--- config.mk ---
export PLATFORM = sky130hd
export DESIGN_NAME = pbs_scan_cells
export DESIGN_NICKNAME = d
export VERILOG_FILES = /design/src/hw/pbs_pkg.sv /design/src/hw/pbs_scan_cells.sv
export SDC_FILE = /design/constraint.sdc
export NUM_CORES = 1
export LEC_CHECK = 0
export BUFFER_PORTS_ARGS = -buffer_cell sky130_fd_sc_hd__buf_2
export CORE_MARGIN = 4
export CORE_UTILIZATION = 35
export DETAILED_ROUTE_END_ITERATION = 10
export PLACE_DENSITY = 0.67
export SYNTH_ARGS = -nofsm -noshare
export SYNTH_HDL_FRONTEND = slang
export SYNTH_SLANG_ARGS = --single-unit
export TNS_END_PERCENT = 50
--- constraint.sdc ---
create_clock -name CLK_SYS -period 4 [get_ports CLK_SYS]
set_input_delay 0.8 -clock CLK_SYS [delete_from_list [all_inputs] [get_ports CLK_SYS]]
set_output_delay 0.8 -clock CLK_SYS [all_outputs]
set_load 0.05 [all_outputs]
--- src/hw/pbs_pkg.sv ---
// package for the pin boundary-scan cell block
package pbs_pkg;
  // port pin count and chain layout
  localparam int PORT_W = 8;
  // cell indices in the chain, tdo side first
  localparam int CELL_RST   = 0;
  localparam int CELL_SCLOE = 1;
  localparam int CELL_SCLIN = 2;
  localparam int CELL_SDAOE = 3;
  localparam int CELL_SDAIN = 4;
  localparam int CELL_XOEN  = 5;
  localparam int CELL_XOUT  = 6;
  localparam int CELL_TOEN  = 7;
  localparam int CELL_TOUT  = 8;
  localparam int CELL_PORT0 = 9;
  localparam int CELLS_PER_PIN = 3;
  localparam int CHAIN_LEN = CELL_PORT0 + CELLS_PER_PIN * PORT_W;
  // per-pin offsets inside a port group
  localparam int PIN_ID = 0;
  localparam int PIN_OD = 1;
  localparam int PIN_OC = 2;

  // link-side controls from the test access port controller
  typedef struct packed {
    logic mode;
    logic capture;
    logic shift;
    logic update;
    logic tdi;
  } pbs_tap_t;

  // reset sources seen by the observe-only reset cell
  typedef struct packed {
    logic cpu_reset_request_n;
    logic cpu_reset_enable;
    logic general_reset_n;
    logic power_on_reset;
    logic config_download;
  } pbs_rst_src_t;

  // link clock edge detector states
  typedef enum logic [1:0] {
    PBS_LOW  = 2'b00,
    PBS_RISE = 2'b01,
    PBS_HIGH = 2'b11,
    PBS_FALL = 2'b10
  } pbs_edge_t;
endpackage : pbs_pkg

--- src/hw/pbs_scan_cells.sv ---
// boundary-scan cells for the processor-side pins
//
// Behaviour
// - A plain port pin captures the pin input register (pin level in test mode), drives from the port output register and enables from the data direction bit.
// - Pull-up disable equals data direction bit OR NOT port output bit.
// - Alternate functions sit outside the cells so test-mode capture sees the real pin level.
// - The reset pin is not scanned; the internal processor reset is captured by an observe-only cell.
// - The observed reset is high when the enabled reset request is low, general reset is active, power-on reset is active, or configuration loads.
// - Each two-wire pin has an active-high output enable in a general cell that pulls the pin low.
// - Two-wire data and clock in bits are observe-only cells.
// - Each external oscillator has an enable in a general cell and its output in an observe-only cell.
// - The timer oscillator is scanned the same way as the main oscillator.
// - The internal RC oscillator is not in the chain.
`timescale 1ns/1ps
`default_nettype none
module pbs_scan_cells
  import pbs_pkg::*;
(
  input  wire logic                CLK_SYS,
  input  wire logic                RST,
  input  wire logic                TCK,
  input  wire pbs_tap_t            TAP,
  output logic                     TDO,
  input  wire pbs_rst_src_t        RST_SRC,
  output logic                     CPU_RESET_OBS,
  input  wire logic [PORT_W-1:0]   PIN_INPUT_REGISTER,
  input  wire logic [PORT_W-1:0]   PORT_OUTPUT_REGISTER,
  input  wire logic [PORT_W-1:0]   DATA_DIRECTION_BIT,
  input  wire logic [PORT_W-1:0]   PIN_LEVEL,
  input  wire logic [PORT_W-1:0]   FUNC_OUT,
  input  wire logic [PORT_W-1:0]   FUNC_OE,
  output logic      [PORT_W-1:0]   PIN_OUT,
  output logic      [PORT_W-1:0]   PIN_OE,
  output logic      [PORT_W-1:0]   PULLUP_DISABLE,
  input  wire logic                SCL_IN,
  input  wire logic                SDA_IN,
  input  wire logic                SCL_FUNC_OE,
  input  wire logic                SDA_FUNC_OE,
  output logic                     SCL_OUT,
  output logic                     SCL_OE,
  output logic                     SDA_OUT,
  output logic                     SDA_OE,
  input  wire logic                XTAL_EN_FUNC,
  input  wire logic                XTAL_CLK,
  output logic                     XTAL_EN,
  input  wire logic                TOSC_EN_FUNC,
  input  wire logic                TOSC_CLK,
  output logic                     TOSC_EN
);

  // ************************************************************
  // link input synchronisers
  // ************************************************************
  // test port and pad level flops
  logic [5:0] sync1_r;
  logic [5:0] sync2_r;
  logic [5:0] sync1_nxt;
  logic [PORT_W-1:0] pin_s1_r;
  logic [PORT_W-1:0] pin_s2_r;

  // two flops for every foreign input
  always_comb begin
    sync1_nxt = {TCK, TAP};
  end

  always_ff @(posedge CLK_SYS) begin
    if (RST) begin
      sync1_r  <= '0;
      sync2_r  <= '0;
      pin_s1_r <= '0;
      pin_s2_r <= '0;
    end else begin
      sync1_r  <= sync1_nxt;
      sync2_r  <= sync1_r;
      pin_s1_r <= PIN_LEVEL;
      pin_s2_r <= pin_s1_r;
    end
  end

  // synchronised test clock and controls
  logic     tck_s;
  pbs_tap_t tap_s;
  assign tck_s = sync2_r[5];
  assign tap_s = sync2_r[4:0];

  // ************************************************************
  // observed pad synchronisers
  // ************************************************************
  logic [3:0] pad_s1_r;
  logic [3:0] pad_s2_r;
  logic [3:0] pad_s1_nxt;
  logic [3:0] pad_s2_nxt;
  logic       scl_in_s;
  logic       sda_in_s;
  logic       xtal_clk_s;
  logic       tosc_clk_s;

  // observe-only pads come from outside the clock domain
  always_comb begin
    pad_s1_nxt = {TOSC_CLK, XTAL_CLK, SDA_IN, SCL_IN};
    pad_s2_nxt = pad_s1_r;
  end

  // second stage is the only reader of the first
  always_ff @(posedge CLK_SYS) begin
    if (RST) begin
      pad_s1_r <= '0;
      pad_s2_r <= '0;
    end else begin
      pad_s1_r <= pad_s1_nxt;
      pad_s2_r <= pad_s2_nxt;
    end
  end

  // named views of the synchronised pads
  assign scl_in_s   = pad_s2_r[0];
  assign sda_in_s   = pad_s2_r[1];
  assign xtal_clk_s = pad_s2_r[2];
  assign tosc_clk_s = pad_s2_r[3];

  // ************************************************************
  // test clock edge finder
  // ************************************************************
  // edge finder state
  pbs_edge_t edge_r;
  pbs_edge_t edge_nxt;

  // gray walk low, rise, high, fall
  always_comb begin
    case (edge_r)
      PBS_LOW:  edge_nxt = tck_s ? PBS_RISE : PBS_LOW;
      PBS_RISE: edge_nxt = tck_s ? PBS_HIGH : PBS_FALL;
      PBS_HIGH: edge_nxt = tck_s ? PBS_HIGH : PBS_FALL;
      PBS_FALL: edge_nxt = tck_s ? PBS_RISE : PBS_LOW;
      default:  edge_nxt = PBS_LOW;
    endcase
  end

  always_ff @(posedge CLK_SYS) begin
    if (RST) begin
      edge_r <= PBS_LOW;
    end else begin
      edge_r <= edge_nxt;
    end
  end

  // one-cycle strobes per test clock edge
  logic tck_rise;
  logic tck_fall;
  assign tck_rise = (edge_r == PBS_RISE);
  assign tck_fall = (edge_r == PBS_FALL);

  // ************************************************************
  // observed signals and capture vector
  // ************************************************************
  // capture values and chain registers
  logic [PORT_W-1:0]    cap_id;
  logic [PORT_W-1:0]    cap_od;
  logic [PORT_W-1:0]    cap_oc;
  logic                 cpu_reset;
  logic [CHAIN_LEN-1:0] cap_vec;
  logic [CHAIN_LEN-1:0] shift_r;
  logic [CHAIN_LEN-1:0] shift_nxt;
  logic [CHAIN_LEN-1:0] upd_r;
  logic [CHAIN_LEN-1:0] upd_nxt;
  logic                 tdo_r;
  logic                 tdo_nxt;

  // internal processor reset, not the reset pin
  assign cpu_reset = (!RST_SRC.cpu_reset_request_n && RST_SRC.cpu_reset_enable)
                   || !RST_SRC.general_reset_n || RST_SRC.power_on_reset
                   || RST_SRC.config_download;

  // port group capture, pin level read past the alternate functions
  assign cap_id = tap_s.mode ? pin_s2_r : PIN_INPUT_REGISTER;
  assign cap_od = PORT_OUTPUT_REGISTER;
  assign cap_oc = DATA_DIRECTION_BIT;

  // pack the chain; no rc oscillator cell exists
  genvar g;
  generate
    for (g = 0; g < PORT_W; g++) begin : g_cap
      assign cap_vec[CELL_PORT0 + g*CELLS_PER_PIN + PIN_ID] = cap_id[g];
      assign cap_vec[CELL_PORT0 + g*CELLS_PER_PIN + PIN_OD] = cap_od[g];
      assign cap_vec[CELL_PORT0 + g*CELLS_PER_PIN + PIN_OC] = cap_oc[g];
    end
  endgenerate
  // single cells: reset, two-wire pads and oscillators
  assign cap_vec[CELL_RST]   = cpu_reset;
  assign cap_vec[CELL_SCLOE] = SCL_FUNC_OE;
  assign cap_vec[CELL_SCLIN] = scl_in_s;
  assign cap_vec[CELL_SDAOE] = SDA_FUNC_OE;
  assign cap_vec[CELL_SDAIN] = sda_in_s;
  assign cap_vec[CELL_XOEN]  = XTAL_EN_FUNC;
  assign cap_vec[CELL_XOUT]  = xtal_clk_s;
  assign cap_vec[CELL_TOEN]  = TOSC_EN_FUNC;
  assign cap_vec[CELL_TOUT]  = tosc_clk_s;

  // ************************************************************
  // shift and update stages
  // ************************************************************
  // capture or shift on rising test clock, update and tdo on falling
  always_comb begin
    shift_nxt = shift_r;
    upd_nxt   = upd_r;
    tdo_nxt   = tdo_r;
    if (tck_rise && tap_s.capture) begin
      shift_nxt = cap_vec;
    end else if (tck_rise && tap_s.shift) begin
      shift_nxt = {tap_s.tdi, shift_r[CHAIN_LEN-1:1]};
    end
    if (tck_fall) begin
      tdo_nxt = shift_r[0];
      if (tap_s.update) begin
        upd_nxt = shift_r;
      end
    end
  end

  always_ff @(posedge CLK_SYS) begin
    if (RST) begin
      shift_r <= '0;
      upd_r   <= '0;
      tdo_r   <= 1'b0;
    end else begin
      shift_r <= shift_nxt;
      upd_r   <= upd_nxt;
      tdo_r   <= tdo_nxt;
    end
  end

  // ************************************************************
  // pin drive
  // ************************************************************
  // update views and registered pad controls
  logic [PORT_W-1:0] u_od;
  logic [PORT_W-1:0] u_oc;
  logic [PORT_W-1:0] pin_out_nxt;
  logic [PORT_W-1:0] pin_oe_nxt;
  logic [PORT_W-1:0] pld_nxt;
  logic [6:0]        misc_r;
  logic [6:0]        misc_nxt;
  logic [PORT_W-1:0] pin_out_r;
  logic [PORT_W-1:0] pin_oe_r;
  logic [PORT_W-1:0] pld_r;

  // per-pin update cells that drive the pad
  generate
    for (g = 0; g < PORT_W; g++) begin : g_upd
      assign u_od[g] = upd_r[CELL_PORT0 + g*CELLS_PER_PIN + PIN_OD];
      assign u_oc[g] = upd_r[CELL_PORT0 + g*CELLS_PER_PIN + PIN_OC];
    end
  endgenerate

  // test mode takes update cells, else function; observe cells drive nothing
  always_comb begin
    pin_out_nxt = tap_s.mode ? u_od : FUNC_OUT;
    pin_oe_nxt  = tap_s.mode ? u_oc : (FUNC_OE | DATA_DIRECTION_BIT);
    pld_nxt     = tap_s.mode ? (u_oc | ~u_od)
                             : (DATA_DIRECTION_BIT | ~PORT_OUTPUT_REGISTER);
    misc_nxt[0] = tap_s.mode ? upd_r[CELL_SCLOE] : SCL_FUNC_OE;
    misc_nxt[1] = tap_s.mode ? upd_r[CELL_SDAOE] : SDA_FUNC_OE;
    misc_nxt[2] = tap_s.mode ? upd_r[CELL_XOEN]  : XTAL_EN_FUNC;
    misc_nxt[3] = tap_s.mode ? upd_r[CELL_TOEN]  : TOSC_EN_FUNC;
    misc_nxt[4] = cpu_reset;
    misc_nxt[5] = tdo_r;
    misc_nxt[6] = 1'b0;
  end

  always_ff @(posedge CLK_SYS) begin
    if (RST) begin
      pin_out_r <= '0;
      pin_oe_r  <= '0;
      pld_r     <= '0;
      misc_r    <= '0;
    end else begin
      pin_out_r <= pin_out_nxt;
      pin_oe_r  <= pin_oe_nxt;
      pld_r     <= pld_nxt;
      misc_r    <= misc_nxt;
    end
  end

  // port pad controls
  assign PIN_OUT        = pin_out_r;
  assign PIN_OE         = pin_oe_r;
  assign PULLUP_DISABLE = pld_r;

  // two-wire pads pull low only
  assign SCL_OUT        = misc_r[6]; // open drain, only ever low
  assign SDA_OUT        = misc_r[6];
  assign SCL_OE         = misc_r[0];
  assign SDA_OE         = misc_r[1];

  // oscillator enables
  assign XTAL_EN        = misc_r[2];
  assign TOSC_EN        = misc_r[3];

  // observed reset and serial out
  assign CPU_RESET_OBS  = misc_r[4];
  assign TDO            = misc_r[5];

endmodule : pbs_scan_cells
`default_nettype wire

==> results.json, run 1 <==
{
  "min_path_cells": 1,
  "whs_endpoint": "pin_s2_r[6]",
  "grt_use_total_pct": 13.8,
  "crit_fanout": 33,
  "ir_drop_uv": 265,
  "cts-hold-fix-buffers": 0,
  "gp_congestion": 0.775,
  "synth_top_area_cell": "dfxtp_1",
  "yosysWarningCount": 0,
  "antenna_left": 0,
  "setup_tns_ps": 0,
  "drive_gt1_share_pct": 24.1,
  "final_cell_mix": "dfxtp_1 (120), buf_2 (97), nand2_1 (88)",
  "vias": 3416,
  "slew_violations": 0,
  "slowest_delay_ps": 960,
  "maxCapViolCount": 0,
  "grt_setup_unrepaired": "false",
  "cp_cell_sequence": "nor2_1, o21ba_1, a221o_1",
  "finalCritPeriodShare_pct": 56.7,
  "nNetsFinal": 624,
  "clk_path_buf_depth": 2,
  "r2r_cells": 3,
  "dr.pass1.iters": 5,
  "yosys-top-cells-area": "dfxtp_1 (55%), nor2b_1 (7.6%), nand2_1 (7.5%)",
  "avgRoutedWirePerCell_um": 13.3,
  "die_w_um": 120,
  "die_h_um": 120,
  "root_buffer": "clkbuf_16",
  "cts_buffers": 17,
  "critPathKind": "reg2reg",
  "cts_resized": 0,
  "drtIter0Drc": 162,
  "synth_seq_area_share_pct": 55.2,
  "min_period_ps": 2270,
  "cts_tree": "yes",
  "syn_area_per_cell_um2": 9.38,
  "nFillCells": 1213,
  "drcViolationCount": 0,
  "netlist_area_um2": 4430,
  "yosysUniqueCellTypes": 32,
  "hpwl_um": 6620,
  "async_flop_share_pct": 0,
  "htreeDepth": 4,
  "reg2reg_from": "sync2_r[2]",
  "grt_max_degree": 58,
  "crit_family": "compound AO/OA/AOI/OAI gates",
  "synth_top_area_share_pct": 55.2,
  "cellPowerDensity_nw_per_um2": 556,
  "die_area_um2": 14500,
  "num_rows": 40,
  "synth_edf_count": 0,
  "io_buffers": 98,
  "relSlewSlack_pct": 22.4,
  "synthToLayoutAreaGrowth_pct": 26.8,
  "fmax_ghz": 0.441,
  "grt_antenna_before_repair": 0,
  "synth-seq-cells": 122,
  "synthesis.instances": 472,
  "cts.sinks": 122,
  "cp-start-kind": "flip-flop",
  "worst_slew_pin_slew_ps": 1160,
  "core_area_um2": 12200,
  "clk_pin_slew_ps": 60,
  "io_pins": 101,
  "diodes": 0,
  "start_util_pct": 36.2,
  "design_area_um2": 5610,
  "status": "finished clean",
  "synthFlopType": "dfxtp_1",
  "hp-start": "pin_s1_r[6]",
  "layout.cells.most_common": "dfxtp_1",
  "worst_r2r_endpoint": "shift_r[9]",
  "overflow": 0,
  "post_cts.repair.setup_buffers": 0,
  "report.final.hold_viol_count": 0,
  "hp-class": "reg2reg",
  "slowest_stage": "dfxtp_1",
  "grt_pass1_vias": 3203,
  "post_dp_cell_area_um2": 4970,
  "grt_pass1_wl_um": 15900,
  "clk_latency_ps": 410,
  "required_ps": 4290,
  "setup_viol": 0,
  "r2r_setup_slack_ps": 1730,
  "via_per_inst": 4.64,
  "skew_ps": 6.82,
  "totalWireLength_um": 9810,
  "worstPathArrival_ps": 2560,
  "leakagePower_nw": 2.29,
  "end_kind": "flip-flop",
  "path_buf_inv": 0
}
[kinds of logic (layout without fill, tap and decap cells)]
group           after synthesis  count (layout)  share of synthesized area (%)
buf+inv                      39             134                           4.24
other cells                   1               2                         0.0847
simple gates                197             197                           21.3
flops                       122             122                           55.2
compound gates               92              92                           14.4
mux                          21              21                           4.75
[where the power goes]
group          switching, mW  internal (mW)
Clock                  0.578           1.06
Sequential            0.0199           1.25
Combinational          0.143         0.0704
Total                  0.741           2.38
[flip-flops by register name, summed over array words and instances (netlist names), 4 cells and up]
| signal | count |
|---|---|
| PIN_OE | 8 |
| PIN_OUT | 8 |
| PULLUP_DISABLE | 8 |
| misc_r | 6 |
| pad_s1_r | 4 |
| pad_s2_r | 4 |
| pin_s1_r | 8 |
| pin_s2_r | 8 |
| shift_r | 33 |
| sync1_r | 6 |
| sync2_r | 6 |
| upd_r | 20 |
[worst max-delay path by stage]
stage	from	to	slack, ps	cells after the start
floorplan	RST_SRC[1]	shift_r[0]	2090	3
global placement	RST	shift_r[15]	1550	5
detailed placement	RST	shift_r[9]	1470	5
CTS	sync2_r[2]	shift_r[9]	1740	3
global route	sync2_r[2]	shift_r[9]	1580	3
finish	sync2_r[2]	shift_r[9]	1730	3
[cell usage after synthesis (2+ instances only)]
cell and count:
buf_4 3, dfxtp_1 122, a221oi_1 7, mux2i_1 21
buf_2 12, nand2b_1 2, clkbuf_1 16, nand2_1 88
o21ai_0 24, nor2_1 29, a21o_1 3, a21oi_1 22
a221o_1 6, buf_1 5, nand3b_1 2, buf_6 2
nor3_1 15, nor2b_1 54, and3b_1 2, a22o_1 24
a2111oi_0 2
[layout make-up]
| cell class | count | area, um2 | share of cell area (%) |
|---|---|---|---|
| Clock buffer | 17 | 425 | 7.58 |
| Clock inverter | 15 | 213 | 3.79 |
| Inverter | 1 | 3.75 | 0.0669 |
| Multi-Input combinational cell | 312 | 1800 | 32.1 |
| Sequential cell | 122 | 2440 | 43.6 |
| Tap cell | 168 | 210 | 3.75 |
| Timing Repair Buffer | 101 | 515 | 9.19 |
[worst reg2reg max path, cell delays in order (launching register included)]
cell and delay (ps):
dfxtp_1 960, nor2_1 80, o21ba_1 590, a221o_1 520
[per-stage QoR]
| step | hold WS (ps) | instances | setup WS [ps] | power (mW) | util (%) |
|---|---|---|---|---|---|
| global placement | 422 | 704 | 1550 | 1.51 | 40.7 |
| global route | 459 | 736 | 1580 | 3.23 | 46.0 |
| finish | 439 | 736 | 1730 | 3.12 | 46.0 |
| CTS | 440 | 736 | 1740 | 3.15 | 46.0 |
| detailed placement | 421 | 704 | 1470 | 1.52 | 40.7 |
| floorplan | 414 | 473 | 2090 | 1.45 | - |
[per-layer routing]
metal  global-route usage, %  share of wire [%]
met1                    17.7                 48
met2                    21.7                 46
met3                    4.30                6.0
met4                    5.52               0.71
met5                       0                  0
Note: power is estimated with default switching activity, not from simulation.
==> run 2: changes to the inputs <==
- ABC_AREA: default -> 1
- PLACE_DENSITY: 0.67 -> 0.66
- clock period: 4 -> 2.3 ns (I/O delays scaled with it)
==> run 2 against run 1 <==
- combinational power up 94%
- core utilization down 0.88 points
- critical path depth up 3
- cell count up 25%
- die area up 7.2%
- critical path type unchanged
- largest power group unchanged
==> results.json, run 2 <==
{
  "slew_violations": 0,
  "setup_tns_ps": 0,
  "holdWs_ps": 238,
  "grt_setup_unrepaired": "false",
  "syn_area_per_cell_um2": 7.39,
  "power_mw": 5.42,
  "io_pins": 101,
  "die_area_um2": 15600,
  "drive_gt1_share_pct": 19.5,
  "crit_fanout": 26,
  "synth_edf_count": 0,
  "grt_pass1_vias": 3682,
  "relSlewSlack_pct": 57.7,
  "yosysWarningCount": 0,
  "leakagePower_nw": 2.62,
  "design_area_um2": 5990,
  "grt_use_total_pct": 14.7,
  "async_flop_share_pct": 0,
  "drcViolationCount": 0,
  "gp_congestion": 0.827,
  "final_cell_mix": "nor2_1 (137), dfxtp_1 (121), buf_2 (98)",
  "nFillCells": 1343,
  "netlist_area_um2": 4770,
  "sw_frac_of_total_pct": 22.5,
  "combinationalPowerShare_pct": 7.6,
  "cts.sinks": 122,
  "io_buffers": 98,
  "synthToLayoutAreaGrowth_pct": 25.7,
  "yosys-top-cells-area": "dfxtp_1 (51%), nor2_1 (11%), inv_1 (7.0%)",
  "cp-start-kind": "flip-flop",
  "largest_reg_flops": 33,
  "die_w_um": 125,
  "via_per_inst": 4.47,
  "drtIter0Drc": 245,
  "diodes": 0,
  "post-synth-top-count-cell": "nor2_1",
  "hpwl_um": 7470,
  "p_seq_share_pct": 40.8,
  "synth_top_area_share_pct": 51.2,
  "power.switching_mw": 1.22,
  "synth_top_area_cell": "dfxtp_1",
  "nNetsFinal": 799,
  "p_int_mw": 4.20,
  "fmax_ghz": 0.596,
  "cts_resized": 0,
  "worstPathArrival_ps": 2040,
  "worst_slew_pin_slew_ps": 630,
  "setup_viol": 0,
  "hp-class": "in2reg",
  "status": "finished clean",
  "overflow": 0,
  "clk_path_buf_depth": 2,
  "min_period_ps": 1680,
  "report.final.hold_viol_count": 0,
  "critPathKind": "reg2reg",
  "synth-seq-cells": 122,
  "finalCritPeriodShare_pct": 72.9,
  "root_buffer": "clkbuf_16",
  "skew_ps": 9.41,
  "start_util_pct": 35.9,
  "grt_antenna_before_repair": 0,
  "end_kind": "flip-flop",
  "cts_buffers": 17,
  "num_rows": 42,
  "grt_max_degree": 83,
  "core_area_um2": 13300,
  "clk_pin_slew_ps": 50,
  "maxCapViolCount": 0,
  "totalWireLength_um": 11100,
  "post_dp_cell_area_um2": 5370,
  "synthTopCellsByCount": "nor2_1 (137), dfxtp_1 (122), inv_1 (89)",
  "yosysUniqueCellTypes": 25,
  "clk_latency_ps": 420,
  "required_ps": 2660,
  "reg_top3": "shift_r x33, upd_r x20",
  "die_h_um": 125,
  "cellPowerDensity_nw_per_um2": 904,
  "regMostFlops": "shift_r",
  "ir_drop_uv": 506,
  "p_clk_share_pct": 51.6,
  "synthFlopType": "dfxtp_1",
  "dr.pass1.iters": 4,
  "grt_pass1_wl_um": 18500,
  "cts-hold-fix-buffers": 0,
  "cts_tree": "yes",
  "post_cts.repair.setup_buffers": 0,
  "layout.cells.most_common": "nor2_1",
  "synthesis.instances": 645,
  "htreeDepth": 4,
  "antenna_left": 0,
  "synth_seq_area_share_pct": 51.2,
  "avgRoutedWirePerCell_um": 12.0,
  "vias": 4111
}
-- run 2: cell count changes after synthesis, sizes merged, moves of 6 or more --
| cell | change |
|---|---|
| nor2 | +112 |
| inv | +91 |
| nor2b | -54 |
| o21ai | +36 |
| a22o | -24 |
| nand4 | +24 |
| mux2i | -21 |
| nand3 | +19 |
| a211oi | +13 |
| a21oi | +10 |
| nand2 | -8 |
| a221oi | -7 |
| a221o | -6 |
-- run 2: power groups by stage --
stage | Combinational (mW) | Clock [mW] | Sequential (mW)
floorplan | 0.154 | 0 | 2.38
global placement | 0.415 | 0 | 2.25
detailed placement | 0.416 | 0 | 2.25
CTS | 0.417 | 2.85 | 2.21
global route | 0.450 | 2.94 | 2.22
finish | 0.413 | 2.79 | 2.21
-- run 2: kinds of logic after synthesis --
group                  share of synthesized area (%)
AO/OA/AOI/OAI                                   12.0
buffers and inverters                           11.6
flip-flops                                      51.2
other                                         0.0787
AND/OR/NAND/NOR                                 25.1
-- run 2: through the flow --
stage / worst slack [ps] / util [%] / std cells
detailed placement: 645 / 40.4 / 887
floorplan: 1050 / - / 646
finish: 622 / 45.1 / 919
global route: 443 / 45.1 / 919
global placement: 663 / 40.4 / 887
CTS: 639 / 45.1 / 919
-- run 2: worst paths after layout --
check	startpoint	end	slack [ps]	depth (start not counted)
hold / removal	PIN_LEVEL[1]	pin_s1_r[1]	240	3
setup / recovery	sync2_r[3]	shift_r[21]	620	6
hold reg to reg	sync2_r[5]	edge_r[0]	400	2
setup reg to reg	sync2_r[3]	shift_r[21]	620	6
-- run 2: cell type report --
type / count / area (um2) / share of cell area [%]
clock buffers: 24 / 482 / 8.04
clock inverters: 8 / 140 / 2.34
inverters: 93 / 349 / 5.83
multi-input cells: 389 / 1770 / 29.6
flip-flops and latches: 122 / 2440 / 40.8
well taps: 176 / 220 / 3.68
repair buffers: 107 / 583 / 9.73
-- run 2: metal layers --
metal,vias up,part of all wire (%),GRT usage [%]
li1,2202,-,-
met1,1752,50,20.1
met2,143,40,20.2
met3,14,8.3,5.70
met4,0,1.6,6.96
met5,-,0,0
-- run 2: critical path, stage by stage (launching register included) --
cell	delay [ps]
dfxtp_1	590
inv_2	320
nor2_2	390
nand2_1	110
nand3_1	100
nand2_1	50
inv_1	60
